[src/hw/pwm_cfg_pkg.sv]
// Offsets, field layout, codes and types of the modulator configuration block.
// Assumes a 32-bit register port addressed by byte.
package pwm_cfg_pkg;
  localparam logic [31:0] OFS_HI_UP = 32'h001D0068;
  localparam logic [31:0] OFS_HI_LOW = 32'h001D006C;
  localparam logic [31:0] OFS_LO_UP = 32'h001D0070;
  localparam logic [31:0] OFS_LO_LOW = 32'h001D0074;
  localparam logic [31:0] OFS_MAX_CFG = 32'h001D0078;
  localparam logic [31:0] OFS_MID_CFG = 32'h001D007C;
  localparam logic [31:0] OFS_EDGE = 32'h001D0080;
  localparam logic [31:0] OFS_DUTY = 32'h001D0084;
  localparam logic [31:0] OFS_LOC = 32'h001D0088;
  localparam logic [31:0] OFS_STATUS = 32'h001D008C;
  localparam logic [31:0] OFS_MASK = 32'h001D0090;
  localparam logic [31:0] OFS_CTRL = 32'h001D0094;
  localparam logic [31:0] CFG_WMASK = 32'hFF9810F2;
  localparam logic [31:0] EDGE_WMASK = 32'h00017777;
  localparam logic [31:0] EDGE_RESET = 32'h00000123;
  localparam logic [3:0] THR_FIXED_LSBS = 4'h0;
  localparam int THR_LSB = 4;
  localparam int THR_W = 14;
  localparam int DUTY_W = 18;
  localparam int LOC_W = 14;
  localparam int THR_HU = 0;
  localparam int THR_HL = 1;
  localparam int THR_LU = 2;
  localparam int THR_LL = 3;
  localparam int B_ROUTE_LSB = 28;
  localparam int A_ROUTE_LSB = 24;
  localparam int C_LIMIT_BIT = 23;
  localparam int AB_LIMIT_BIT = 20;
  localparam int ADV_BIT = 19;
  localparam int FIXED_DUTY_BIT = 12;
  localparam int MODE_LSB = 4;
  localparam int ACCEL_BIT = 1;
  localparam int EDGE_EN_BIT = 16;
  localparam int EDGE_SEL_TOP_LSB = 12;
  localparam int EDGE_SEL_STEP = 4;
  localparam int EDGE_SEL_W = 3;
  localparam int ST_MODE_SW = 0;
  localparam int ST_LIMIT = 1;
  localparam int IRQ_W = 2;
  localparam int CTRL_FLAG_EN = 0;
  localparam int CTRL_FLAG_CLR = 1;
  localparam logic [3:0] MODE_NORMAL = 4'h0;
  localparam logic [3:0] MODE_RESONANT = 4'h1;
  localparam logic [3:0] MODE_MULTI = 4'h2;
  localparam logic [3:0] MODE_TRIANGULAR = 4'h3;
  localparam logic [3:0] MODE_LEADING = 4'h4;
  localparam logic [3:0] ROUTE_PASS = 4'h0;
  localparam logic [3:0] ROUTE_EDGE_GEN = 4'h1;
  localparam logic [3:0] ROUTE_OWN_C = 4'h2;
  localparam logic [3:0] ROUTE_CROSS = 4'h3;
  localparam logic [3:0] ROUTE_BELOW_A = 4'h4;
  localparam logic [3:0] ROUTE_BELOW_B = 4'h5;
  localparam logic [3:0] ROUTE_BELOW_C = 4'h6;
  localparam logic [3:0] ROUTE_BELOW_L2C = 4'h7;
  localparam logic [3:0] ROUTE_BELOW_L3C = 4'h8;
  typedef enum logic [2:0] {REGION_LOW = 3'b001, REGION_MID = 3'b010, REGION_MAX = 3'b100} region_t;
  typedef struct packed {
    logic pass; logic edge_gen; logic own_c; logic crossover; logic below_a;
    logic below_b; logic below_c; logic below_l2_c; logic below_l3_c;
  } route_src_t;
  typedef struct packed {
    logic [31:0] addr; logic [31:0] wdata; logic wr; logic rd;
  } bus_req_t;
  typedef struct packed {
    logic [3:0] b_route; logic [3:0] a_route; logic limit_affects_c_output;
    logic limit_affects_ab_outputs; logic limit_or_pulse_match_enable;
    logic resonant_fixed_duty_enable; logic [3:0] mode; logic accelerator_input_enable;
  } cfg_t;
  function automatic cfg_t cfg_from_word(input logic [31:0] w);
    cfg_from_word.b_route = w[B_ROUTE_LSB +: 4];
    cfg_from_word.a_route = w[A_ROUTE_LSB +: 4];
    cfg_from_word.limit_affects_c_output = w[C_LIMIT_BIT];
    cfg_from_word.limit_affects_ab_outputs = w[AB_LIMIT_BIT];
    cfg_from_word.limit_or_pulse_match_enable = w[ADV_BIT];
    cfg_from_word.resonant_fixed_duty_enable = w[FIXED_DUTY_BIT];
    cfg_from_word.mode = w[MODE_LSB +: 4];
    cfg_from_word.accelerator_input_enable = w[ACCEL_BIT];
  endfunction
endpackage

[src/hw/pwm_auto_mode_switch_config.sv]
// Configuration, auto-switch and readback logic of one modulator channel.
// Assumes bus, fault and waveform inputs are synchronous to clk_sys.
`timescale 1ns/1ps
// Summary of operation
// no switching inside high threshold band
// no switching inside low threshold band
// threshold low four bits fixed, ignored
// B routing picks one of nine sources
// A routing uses same nine codes
// C output fault effect is gated
// A/B outputs fault effect is gated
// normal mode: advanced bit enables limiting
// multi/resonant: advanced bit enables pulse matching
// resonant fixed duty from high threshold
// mode field selects operating mode
// accelerator enable selects waveform source
// firmware sets edge enable when combining
// three-bit codes select triggering edges
// received filter duty is readable
// limit event captures counter value
// flag gated by enable, rising clear
// region picks max or mid word
module pwm_auto_mode_switch_config (
  input wire logic clk_sys, // System clock, 125 MHz
  input wire logic rst, // Async reset, high
  input wire pwm_cfg_pkg::bus_req_t bus_req, // Register request
  output logic [31:0] rdata, // Read data, cycle after read
  input wire logic [17:0] filter_duty, // Duty from filter
  input wire logic [13:0] counter_value, // Modulator counter
  input wire logic cycle_by_cycle_limit, // Limit event pulse
  input wire pwm_cfg_pkg::route_src_t src_a, // A routing sources
  input wire pwm_cfg_pkg::route_src_t src_b, // B routing sources
  input wire logic [3:0] edge_lvl, // Own A, own B, below A, below B
  output pwm_cfg_pkg::cfg_t cfg_out, // Active configuration
  output pwm_cfg_pkg::region_t region, // Operating region
  output logic route_a_out, // Routed A
  output logic route_b_out, // Routed B
  output logic limit_to_c, // Fault acts on C
  output logic limit_to_ab, // Fault acts on A and B
  output logic limit_enable, // Current limiting on
  output logic pulse_match, // A/B pulse matching on
  output logic [17:0] duty_out, // Duty in use
  output logic accelerator_select, // Waveform from accelerator
  output logic edge_gen_enable, // Edge generator enabled
  output logic [3:0] edge_trig, // A on, A off, B on, B off
  output logic irq // Interrupt, level
);
  typedef struct packed {
    logic [3:0][13:0] thr;
    logic [31:0] max_cfg;
    logic [31:0] mid_cfg;
    logic [31:0] edge_ctrl;
    logic [13:0] loc;
    logic [1:0] status;
    logic [1:0] mask;
    logic [1:0] ctrl;
    logic clr_prev;
    logic [3:0] prev_lvl;
    logic [31:0] rdata;
    pwm_cfg_pkg::cfg_t cfg;
    logic route_a;
    logic route_b;
    logic limit_to_c;
    logic limit_to_ab;
    logic limit_enable;
    logic pulse_match;
    logic [17:0] duty;
    logic [3:0] trig;
    logic irq;
  } state_t;
  localparam state_t ST_RESET = '{edge_ctrl: pwm_cfg_pkg::EDGE_RESET, default: '0};
  state_t r;
  state_t next_r;
  pwm_cfg_pkg::cfg_t act_cfg;
  logic switched;
  logic mux_a;
  logic mux_b;
  logic [7:0] edge_vec;
  logic [3:0] trig_now;

  pwm_region_tracker u_track (
    .clk_sys(clk_sys),
    .rst(rst),
    .value(filter_duty[17:4]),
    .hi_up(r.thr[pwm_cfg_pkg::THR_HU]),
    .hi_low(r.thr[pwm_cfg_pkg::THR_HL]),
    .lo_up(r.thr[pwm_cfg_pkg::THR_LU]),
    .lo_low(r.thr[pwm_cfg_pkg::THR_LL]),
    .region(region),
    .switched(switched)
  );

  // upper region takes the max word
  assign act_cfg = (region == pwm_cfg_pkg::REGION_MAX) ?
    pwm_cfg_pkg::cfg_from_word(r.max_cfg) : pwm_cfg_pkg::cfg_from_word(r.mid_cfg);

  // A routing ahead of fine stage
  pwm_route_mux u_mux_a (
    .sel(act_cfg.a_route),
    .src(src_a),
    .out(mux_a)
  );
  // B routing after edge generation
  pwm_route_mux u_mux_b (
    .sel(act_cfg.b_route),
    .src(src_b),
    .out(mux_b)
  );

  genvar k;
  generate
    for (k = 0; k < 4; k++)
    begin : g_edge
      assign edge_vec[2*k] = edge_lvl[k] & ~r.prev_lvl[k];
      assign edge_vec[2*k+1] = ~edge_lvl[k] & r.prev_lvl[k];
      // edge code picks one trigger
      assign trig_now[k] = r.edge_ctrl[pwm_cfg_pkg::EDGE_EN_BIT] &
        edge_vec[r.edge_ctrl[(pwm_cfg_pkg::EDGE_SEL_TOP_LSB - pwm_cfg_pkg::EDGE_SEL_STEP*k)
          +: pwm_cfg_pkg::EDGE_SEL_W]];
    end
  endgenerate

  always_comb
  begin
    logic [1:0] clr;
    logic [1:0] set;
    clr = '0;
    set = '0;
    next_r = r;
    next_r.rdata = '0;
    if (bus_req.wr)
    begin
      case (bus_req.addr)
        // only the coarse bits store
        pwm_cfg_pkg::OFS_HI_UP:
          next_r.thr[pwm_cfg_pkg::THR_HU] = bus_req.wdata[17:4];
        pwm_cfg_pkg::OFS_HI_LOW:
          next_r.thr[pwm_cfg_pkg::THR_HL] = bus_req.wdata[17:4];
        pwm_cfg_pkg::OFS_LO_UP:
          next_r.thr[pwm_cfg_pkg::THR_LU] = bus_req.wdata[17:4];
        pwm_cfg_pkg::OFS_LO_LOW:
          next_r.thr[pwm_cfg_pkg::THR_LL] = bus_req.wdata[17:4];
        pwm_cfg_pkg::OFS_MAX_CFG:
          next_r.max_cfg = bus_req.wdata & pwm_cfg_pkg::CFG_WMASK;
        pwm_cfg_pkg::OFS_MID_CFG:
          next_r.mid_cfg = bus_req.wdata & pwm_cfg_pkg::CFG_WMASK;
        pwm_cfg_pkg::OFS_EDGE:
          next_r.edge_ctrl = bus_req.wdata & pwm_cfg_pkg::EDGE_WMASK;
        pwm_cfg_pkg::OFS_STATUS:
          clr = bus_req.wdata[1:0];
        pwm_cfg_pkg::OFS_MASK:
          next_r.mask = bus_req.wdata[1:0];
        pwm_cfg_pkg::OFS_CTRL:
          next_r.ctrl = bus_req.wdata[1:0];
        default: next_r.ctrl = r.ctrl;
      endcase
    end
    if (bus_req.rd)
    begin
      case (bus_req.addr)
        // low bits read fixed
        pwm_cfg_pkg::OFS_HI_UP:
          next_r.rdata = {14'h0000, r.thr[pwm_cfg_pkg::THR_HU], pwm_cfg_pkg::THR_FIXED_LSBS};
        pwm_cfg_pkg::OFS_HI_LOW:
          next_r.rdata = {14'h0000, r.thr[pwm_cfg_pkg::THR_HL], pwm_cfg_pkg::THR_FIXED_LSBS};
        pwm_cfg_pkg::OFS_LO_UP:
          next_r.rdata = {14'h0000, r.thr[pwm_cfg_pkg::THR_LU], pwm_cfg_pkg::THR_FIXED_LSBS};
        pwm_cfg_pkg::OFS_LO_LOW:
          next_r.rdata = {14'h0000, r.thr[pwm_cfg_pkg::THR_LL], pwm_cfg_pkg::THR_FIXED_LSBS};
        pwm_cfg_pkg::OFS_MAX_CFG:
          next_r.rdata = r.max_cfg;
        pwm_cfg_pkg::OFS_MID_CFG:
          next_r.rdata = r.mid_cfg;
        pwm_cfg_pkg::OFS_EDGE:
          next_r.rdata = r.edge_ctrl;
        // duty view straight from filter
        pwm_cfg_pkg::OFS_DUTY:
          next_r.rdata = {14'h0000, filter_duty};
        pwm_cfg_pkg::OFS_LOC:
          next_r.rdata = {18'h00000, r.loc};
        pwm_cfg_pkg::OFS_STATUS:
          next_r.rdata = {30'h00000000, r.status};
        pwm_cfg_pkg::OFS_MASK:
          next_r.rdata = {30'h00000000, r.mask};
        pwm_cfg_pkg::OFS_CTRL:
          next_r.rdata = {30'h00000000, r.ctrl};
        default: next_r.rdata = '0;
      endcase
    end
    // capture counter on limit event
    if (cycle_by_cycle_limit)
      next_r.loc = counter_value;
    // flag gated, cleared on rising clear
    next_r.clr_prev = r.ctrl[pwm_cfg_pkg::CTRL_FLAG_CLR];
    if (r.ctrl[pwm_cfg_pkg::CTRL_FLAG_CLR] && !r.clr_prev)
      clr[pwm_cfg_pkg::ST_MODE_SW] = 1'b1;
    set[pwm_cfg_pkg::ST_MODE_SW] = switched & r.ctrl[pwm_cfg_pkg::CTRL_FLAG_EN];
    set[pwm_cfg_pkg::ST_LIMIT] = cycle_by_cycle_limit;
    next_r.status = (r.status & ~clr) | set;
    next_r.irq = |(next_r.status & next_r.mask);
    next_r.cfg = act_cfg;
    next_r.route_a = mux_a;
    next_r.route_b = mux_b;
    // fault reaches C only when enabled
    next_r.limit_to_c = cycle_by_cycle_limit & act_cfg.limit_affects_c_output;
    // fault reaches A/B only when enabled
    next_r.limit_to_ab = cycle_by_cycle_limit & act_cfg.limit_affects_ab_outputs;
    // R11: limiting in normal mode
    next_r.limit_enable = act_cfg.limit_or_pulse_match_enable &
      (act_cfg.mode == pwm_cfg_pkg::MODE_NORMAL);
    // pulse matching in multi or resonant
    next_r.pulse_match = act_cfg.limit_or_pulse_match_enable &
      ((act_cfg.mode == pwm_cfg_pkg::MODE_MULTI) || (act_cfg.mode == pwm_cfg_pkg::MODE_RESONANT));
    // fixed duty from high threshold
    if (act_cfg.resonant_fixed_duty_enable && (act_cfg.mode == pwm_cfg_pkg::MODE_RESONANT))
      next_r.duty = {r.thr[pwm_cfg_pkg::THR_HU], pwm_cfg_pkg::THR_FIXED_LSBS};
    else
      next_r.duty = filter_duty;
    next_r.prev_lvl = edge_lvl;
    next_r.trig = trig_now;
  end

  always_ff @(posedge clk_sys or posedge rst)
  begin
    if (rst) r <= ST_RESET;
    else r <= next_r;
  end

  assign rdata = r.rdata;
  assign cfg_out = r.cfg;
  assign route_a_out = r.route_a;
  assign route_b_out = r.route_b;
  assign limit_to_c = r.limit_to_c;
  assign limit_to_ab = r.limit_to_ab;
  assign limit_enable = r.limit_enable;
  assign pulse_match = r.pulse_match;
  assign duty_out = r.duty;
  // accelerator source select
  assign accelerator_select = r.cfg.accelerator_input_enable;
  // edge enable as firmware set it
  assign edge_gen_enable = r.edge_ctrl[pwm_cfg_pkg::EDGE_EN_BIT];
  assign edge_trig = r.trig;
  assign irq = r.irq;
endmodule

[src/hw/pwm_route_mux.sv]
// Nine-way selector for one output channel's routing.
// Purely combinational; the caller registers the result.
`timescale 1ns/1ps
module pwm_route_mux (
  input wire logic [3:0] sel, // Routing code
  input wire pwm_cfg_pkg::route_src_t src, // Candidate signals
  output logic out // Selected signal
);
  always_comb
  begin
    case (sel)
      pwm_cfg_pkg::ROUTE_PASS: out = src.pass;
      pwm_cfg_pkg::ROUTE_EDGE_GEN: out = src.edge_gen;
      pwm_cfg_pkg::ROUTE_OWN_C: out = src.own_c;
      pwm_cfg_pkg::ROUTE_CROSS: out = src.crossover;
      pwm_cfg_pkg::ROUTE_BELOW_A: out = src.below_a;
      pwm_cfg_pkg::ROUTE_BELOW_B: out = src.below_b;
      pwm_cfg_pkg::ROUTE_BELOW_C: out = src.below_c;
      pwm_cfg_pkg::ROUTE_BELOW_L2C: out = src.below_l2_c;
      pwm_cfg_pkg::ROUTE_BELOW_L3C: out = src.below_l3_c;
      default: out = 1'b0;
    endcase
  end
endmodule

[src/hw/pwm_region_tracker.sv]
// Hysteresis tracker of the operating region from the controlling value.
// Thresholds come from the register file on the same clock.
`timescale 1ns/1ps
module pwm_region_tracker (
  input wire logic clk_sys, // System clock
  input wire logic rst, // Async reset, high
  input wire logic [13:0] value, // Controlling value, coarse
  input wire logic [13:0] hi_up, // High band upper edge
  input wire logic [13:0] hi_low, // High band lower edge
  input wire logic [13:0] lo_up, // Low band upper edge
  input wire logic [13:0] lo_low, // Low band lower edge
  output pwm_cfg_pkg::region_t region, // Current region
  output logic switched // Pulse on region change
);
  typedef struct packed {
    pwm_cfg_pkg::region_t region;
    logic switched;
  } track_t;
  localparam track_t TRACK_RESET = '{region: pwm_cfg_pkg::REGION_MID, switched: 1'b0};
  track_t r;
  track_t next_r;
  always_comb
  begin
    next_r = r;
    case (r.region)
      // leave middle only past a band edge
      pwm_cfg_pkg::REGION_MID:
        if (value > hi_up) next_r.region = pwm_cfg_pkg::REGION_MAX;
        else if (value < lo_low) next_r.region = pwm_cfg_pkg::REGION_LOW;
      // hold inside the high band
      pwm_cfg_pkg::REGION_MAX:
        if (value < hi_low) next_r.region = pwm_cfg_pkg::REGION_MID;
      // hold inside the low band
      pwm_cfg_pkg::REGION_LOW:
        if (value > lo_up) next_r.region = pwm_cfg_pkg::REGION_MID;
      default: next_r.region = pwm_cfg_pkg::REGION_MID;
    endcase
    next_r.switched = (next_r.region != r.region);
  end
  always_ff @(posedge clk_sys or posedge rst)
  begin
    if (rst) r <= TRACK_RESET;
    else r <= next_r;
  end
  assign region = r.region;
  assign switched = r.switched;
endmodule

[config.mk]
export PLATFORM = sky130hd
export DESIGN_NAME = pwm_auto_mode_switch_config
export DESIGN_NICKNAME = d
export VERILOG_FILES = /design/src/hw/pwm_cfg_pkg.sv /design/src/hw/pwm_auto_mode_switch_config.sv /design/src/hw/pwm_route_mux.sv /design/src/hw/pwm_region_tracker.sv
export SDC_FILE = /design/constraint.sdc
export NUM_CORES = 1
export LEC_CHECK = 0
export BUFFER_PORTS_ARGS = -buffer_cell sky130_fd_sc_hd__buf_4
export CAP_MARGIN = 30
export CORE_MARGIN = 2
export CORE_UTILIZATION = 56
export CTS_CLUSTER_DIAMETER = 60
export DETAILED_ROUTE_END_ITERATION = 16
export PLACE_DENSITY = 0.77
export SLEW_MARGIN = 30
export SYNTH_ARGS = -nofsm -noshare
export SYNTH_HDL_FRONTEND = slang
export SYNTH_HIERARCHICAL = 1
export SYNTH_SLANG_ARGS = --single-unit
[constraint.sdc]
create_clock -name clk_sys -period 8.2 [get_ports clk_sys]
set_input_delay 0.82 -clock clk_sys [delete_from_list [all_inputs] [get_ports clk_sys]]
set_output_delay 0.82 -clock clk_sys [all_outputs]
set_load 0.01 [all_outputs]
Word level (Yosys, flattened, before mapping)
Cells that the tools add are included.
Widths: inputs -> output; s select.
Cells by class
  $add $sub $neg: 0
  multiply operators: 0
  div/mod/pow operators: 0
  order comparisons: 8
  eq/ne operators: 34
  shift operators: 0
  muxes and demuxes: 25
  bitwise operators: 29
  reduce and logical (&&, ||, !) cells: 16
Operators by type and width (number)
  $eq 32x21->1 const B: 12
  $pmux 32 s12: 1
  $eq 4x3->1 const B: 8
  $mux 32: 1
  $gt 14x14->1: 2
  $lt 14x14->1: 2
  $eq 4x2->1 const B: 5
  $mux 18: 1
  $pmux 1 s9: 2
  $and 1x1->1: 17
  $mux 17: 1
  $lt 3x4->1 const B: 4
  $reduce_and 2->1: 8
  $bmux 1 s3: 4
  $eq 4x1->1 const B: 3
  $logic_not 4->1: 3
  $mux 3: 4
  $pmux 3 s3: 1
  $eq 4x4->1 const B: 2
  $mux 2: 4
  $not 1->1: 8
  $mux 1: 5
  $and 2x2->2: 2
  $mux 4: 1
  other kinds (10): 11
Word-level totals
  flip-flop bits (word level): 210
  bits in latches: 0
  bits in writable memories: 0
  bits in read-only memories: 0
  bits of input ports: 123
  memories kept: 0

Logic depth before layout (Yosys ltp)
  depth after elaboration: 9
  gate-level depth with buffers: 9
  depth with buffers taken out: 8

By module
The synthesis kept the hierarchy.
Modules (own cells, without submodules)
  pwm_auto_mode_switch_config: times used 1, cells an instance 699, area each 9272.6 um^2, seq. area each 5084.9 um^2
  pwm_region_tracker: times used 1, cells an instance 219, area each 1632.8 um^2, seq. area each 101.3 um^2
  pwm_route_mux: times used 2, cells an instance 13, area each 108.9 um^2, seq. area each 0.0 um^2

Worst setup path after synthesis
OpenSTA, ideal clock, no wires.
  kind: in2reg
  from: input port bus_req[55] (netlist name)
  to: register r, in the netlist irq
  library setup time: 0.121 ns
  data arrival time: 2.513 ns
  setup slack: 5.566 ns
  cell stages on the path: 6
  cell sequence: nor4bb_1 -> clkbuf_1 -> nand2_2 -> or4_4 -> mux2_4 -> a22o_1
RTL lines
  from (decl): RTL line pwm_auto_mode_switch_config.sv:26  | input wire pwm_cfg_pkg::bus_req_t bus_req,
  to (signal assigned): RTL line pwm_auto_mode_switch_config.sv:226  | else r <= next_r;
  to (decl): RTL line pwm_auto_mode_switch_config.sv:72  | state_t r;

==> results.json <==
{
  "min_path_type": "in -> async",
  "setup_viol": 0,
  "diodes": 0,
  "post_cts_resized": 0,
  "worst_slew_pin_slew_ns": 0.947,
  "worstPathMaxFanout": 17,
  "hpwlAfterDp_mm": 20.7,
  "routedWlPerCell_um": 21.3,
  "fin_setup_tns_ns": 0,
  "maxCapViolCount": 0,
  "synth_compound_area_share_pct": 9.47,
  "syn_inst": 944,
  "ys_async_sr_fraction_pct": 100,
  "clock_sinks": 207,
  "ctsHtreeMaxLevel": 1,
  "finalClockSkew_ns": 0.0161,
  "track_usage_pct": 27.6,
  "synth_top_family_by_area": "multiplexers",
  "rows": 51,
  "synth_area_leader_cell": "dfrtp_1",
  "io_buffers": 198,
  "start_util_pct": 57.2,
  "path_clk_slew_ns": 0.06,
  "startpoint_type": "flop",
  "via_per_inst": 6.01,
  "synth_edf_count": 0,
  "via_count": 8198,
  "synth_fa_ha_area_share_pct": 6.07,
  "ys.flop_type": "dfrtp_1",
  "antenna_left": 0,
  "grt_pass1_wl_mm": 46.3,
  "synth-simple-area-share_pct": 10.3,
  "dieArea_mm2": 0.0210,
  "syn2layout_area_growth_pct": 18.4,
  "critical_path_arrival_ns": 3.65,
  "peakVddDrop_uv": 183,
  "cts-root-buf": "clkbuf_16",
  "placed_area_mm2": 0.0124,
  "critical_path_required_ns": 8.60,
  "first_pass_iters": 7,
  "fin_area_mm2": 0.0132,
  "rsz0062_at_grt": "no",
  "synth_most_common_cell": "dfrtp_1",
  "p_per_area_mw_per_mm2": 177,
  "finalHoldViolCount": 0,
  "drt-initial-drc-count": 743,
  "worst_skew_pair.late_latency_ns": 0.53,
  "fp.dieH_um": 145,
  "synth_top_area_share_pct": 45.4,
  "status": "finished clean",
  "synth_mux_area_share_pct": 18.5,
  "period_share_pct": 39.6,
  "synthDistinctLibCells": 82,
  "yosysWarnings": 6,
  "layout.nets": 1259,
  "syn-cell-area_mm2": 0.0111,
  "drive_gt1_share_pct": 36.3,
  "synthXorXnorAreaFrac_pct": 0.0787,
  "core-area_mm2": 0.0195,
  "antenna_found_initial": 0,
  "post_cts.repair.setup_buffers": 0,
  "pin_count": 206,
  "die_w_um": 145,
  "fmax_ghz": 0.308,
  "grt_max_degree": 138,
  "cts_hold_buf": 0,
  "synthTopCellsByArea": "dfrtp_1 (45%), mux2_2 (11%), ha_1 (6.1%)",
  "synth_seq_area_share_pct": 46.6,
  "n_fill_cell": 1451,
  "holdWs_ns": 0.226,
  "tritoncts.num_buffers": 23,
  "netlist_top_cells_count": "dfrtp_1 (202), mux2_2 (108), inv_1 (76), buf_4 (71), ha_1 (54)",
  "drc": 0,
  "finalCriticalPeriod_ns": 3.25,
  "p_leak_uw": 0.00609,
  "crit_path_end_kind": "flop",
  "gp_congestion": 0.922,
  "cts.path.max_buffers": 3,
  "grt_pass1_vias": 8374,
  "slew_headroom_pct": 36.4,
  "power_uw": 2330,
  "drt-total-wl_mm": 29.1,
  "synth_area_per_cell_um2": 11.8,
  "cts_tree": "yes",
  "ys_seq_elements": 207,
  "slew_violations": 0,
  "grt_overflow": 0,
  "crit_type": "reg -> reg"
}
==> cell type report <==
type                            count  area (µm²)  area share [%]
Clock buffer                       32         629            4.78
Multi-Input combinational cell    558        4980            37.8
Tap cell                          265         332            2.52
Inverter                           77         302            2.29
Clock inverter                     10         123           0.931
Sequential cell                   207        5190            39.4
Timing Repair Buffer              215        1630            12.3
==> cell usage in the layout, fill, tap and decap left out, types with 4 or more instances in the layout <==
cell type  synthesis  routed
clkbuf_16          0      23
dfrtp_1          202     202
o211ai_1           5       5
buf_4             71     211
mux2_2           108     108
a211oi_1           4       4
dfstp_2            5       5
inv_1             76      75
a21oi_1           35      35
mux2_1            44      44
mux2i_1           15      15
nand4_1           14      14
nor3_1            20      20
nor2b_1           19      19
nand2_1           28      28
a22oi_1           33      33
or4b_1             4       4
a2111oi_0          6       6
clkbuf_1           6       7
a222oi_1          13      13
nand2b_1           7       7
nor2_1            29      29
clkinv_2           0       4
a31oi_1            6       6
nor4_1            13      11
nand3_1           12      12
mux4_2             8       8
ha_1              54      54
and2_1             4       4
==> metrics by stage <==
step	worst slack (ns)	instances	util, %
global placement	4.42	1316	63.5
global route	4.85	1364	67.7
finish	4.95	1364	67.7
CTS	4.97	1363	67.6
floorplan	1.85	946	-
detailed placement	4.50	1321	63.8
==> power breakdown <==
| part | leakage (µW) | internal (µW) | total, µW | switching, µW |
|---|---|---|---|---|
| registers | 0.00278 | 1040 | 1070 | 23.9 |
| clock network | 0.000360 | 605 | 1020 | 420 |
| logic | 0.00295 | 116 | 238 | 122 |
==> cells by family after synthesis <==
kind of cell               Yosys count
other                                1
AOI/OAI and AO/OA                  142
DFF                                207
xor gates and xnor gates             1
buffers and inverters              181
muxes                              176
adders and majority gates           54
and+or+nand+nor                    182
==> worst max-delay path, cell delays in order, from the launching register on <==
cell	delay (ns)
dfrtp_1	0.51
nor3b_4	0.23
buf_4	0.32
mux2_2	0.41
or2_2	0.34
nor2_2	0.61
buf_4	0.34
mux2_2	0.36
==> worst paths after layout <==
check / end / slack, ns / start / cells after the start
hold reg to reg: r[82]$_DFF_PP0_ / 0.43 / next_r[82]$_DFFE_PP0P_ / 0
setup reg to reg: duty_out[8]$_DFF_PP0_ / 4.95 / u_track/region[2]$_DFF_PP0_ / 7
hold / removal: u_track/region[2]$_DFF_PP0_ / 0.23 / rst / 2
min in group clk_sys: r[80]$_DFF_PP0_ / 0.42 / edge_lvl[2] / 1
max in group asynchronous: rdata[31]$_DFF_PP0_ / 6.47 / rst / 3
setup / recovery: duty_out[8]$_DFF_PP0_ / 4.95 / u_track/region[2]$_DFF_PP0_ / 7
==> state kept, by name, indices dropped and copies added, names as in the netlist, 3 cells and up <==
signal          count
cfg_out            16
edge_trig           4
r                 126
u_track/region      3
duty_out           18
rdata              29
==> routing by layer <==
metal	vias up	GRT usage (%)	wire length (µm)
met5	-	0	0
met4	0	9.65	992
met3	59	5.35	2320
met2	372	45.0	14000
met1	4103	37.2	11700
li1	3664	-	-
No activity file was read; power rests on OpenSTA's default activity.
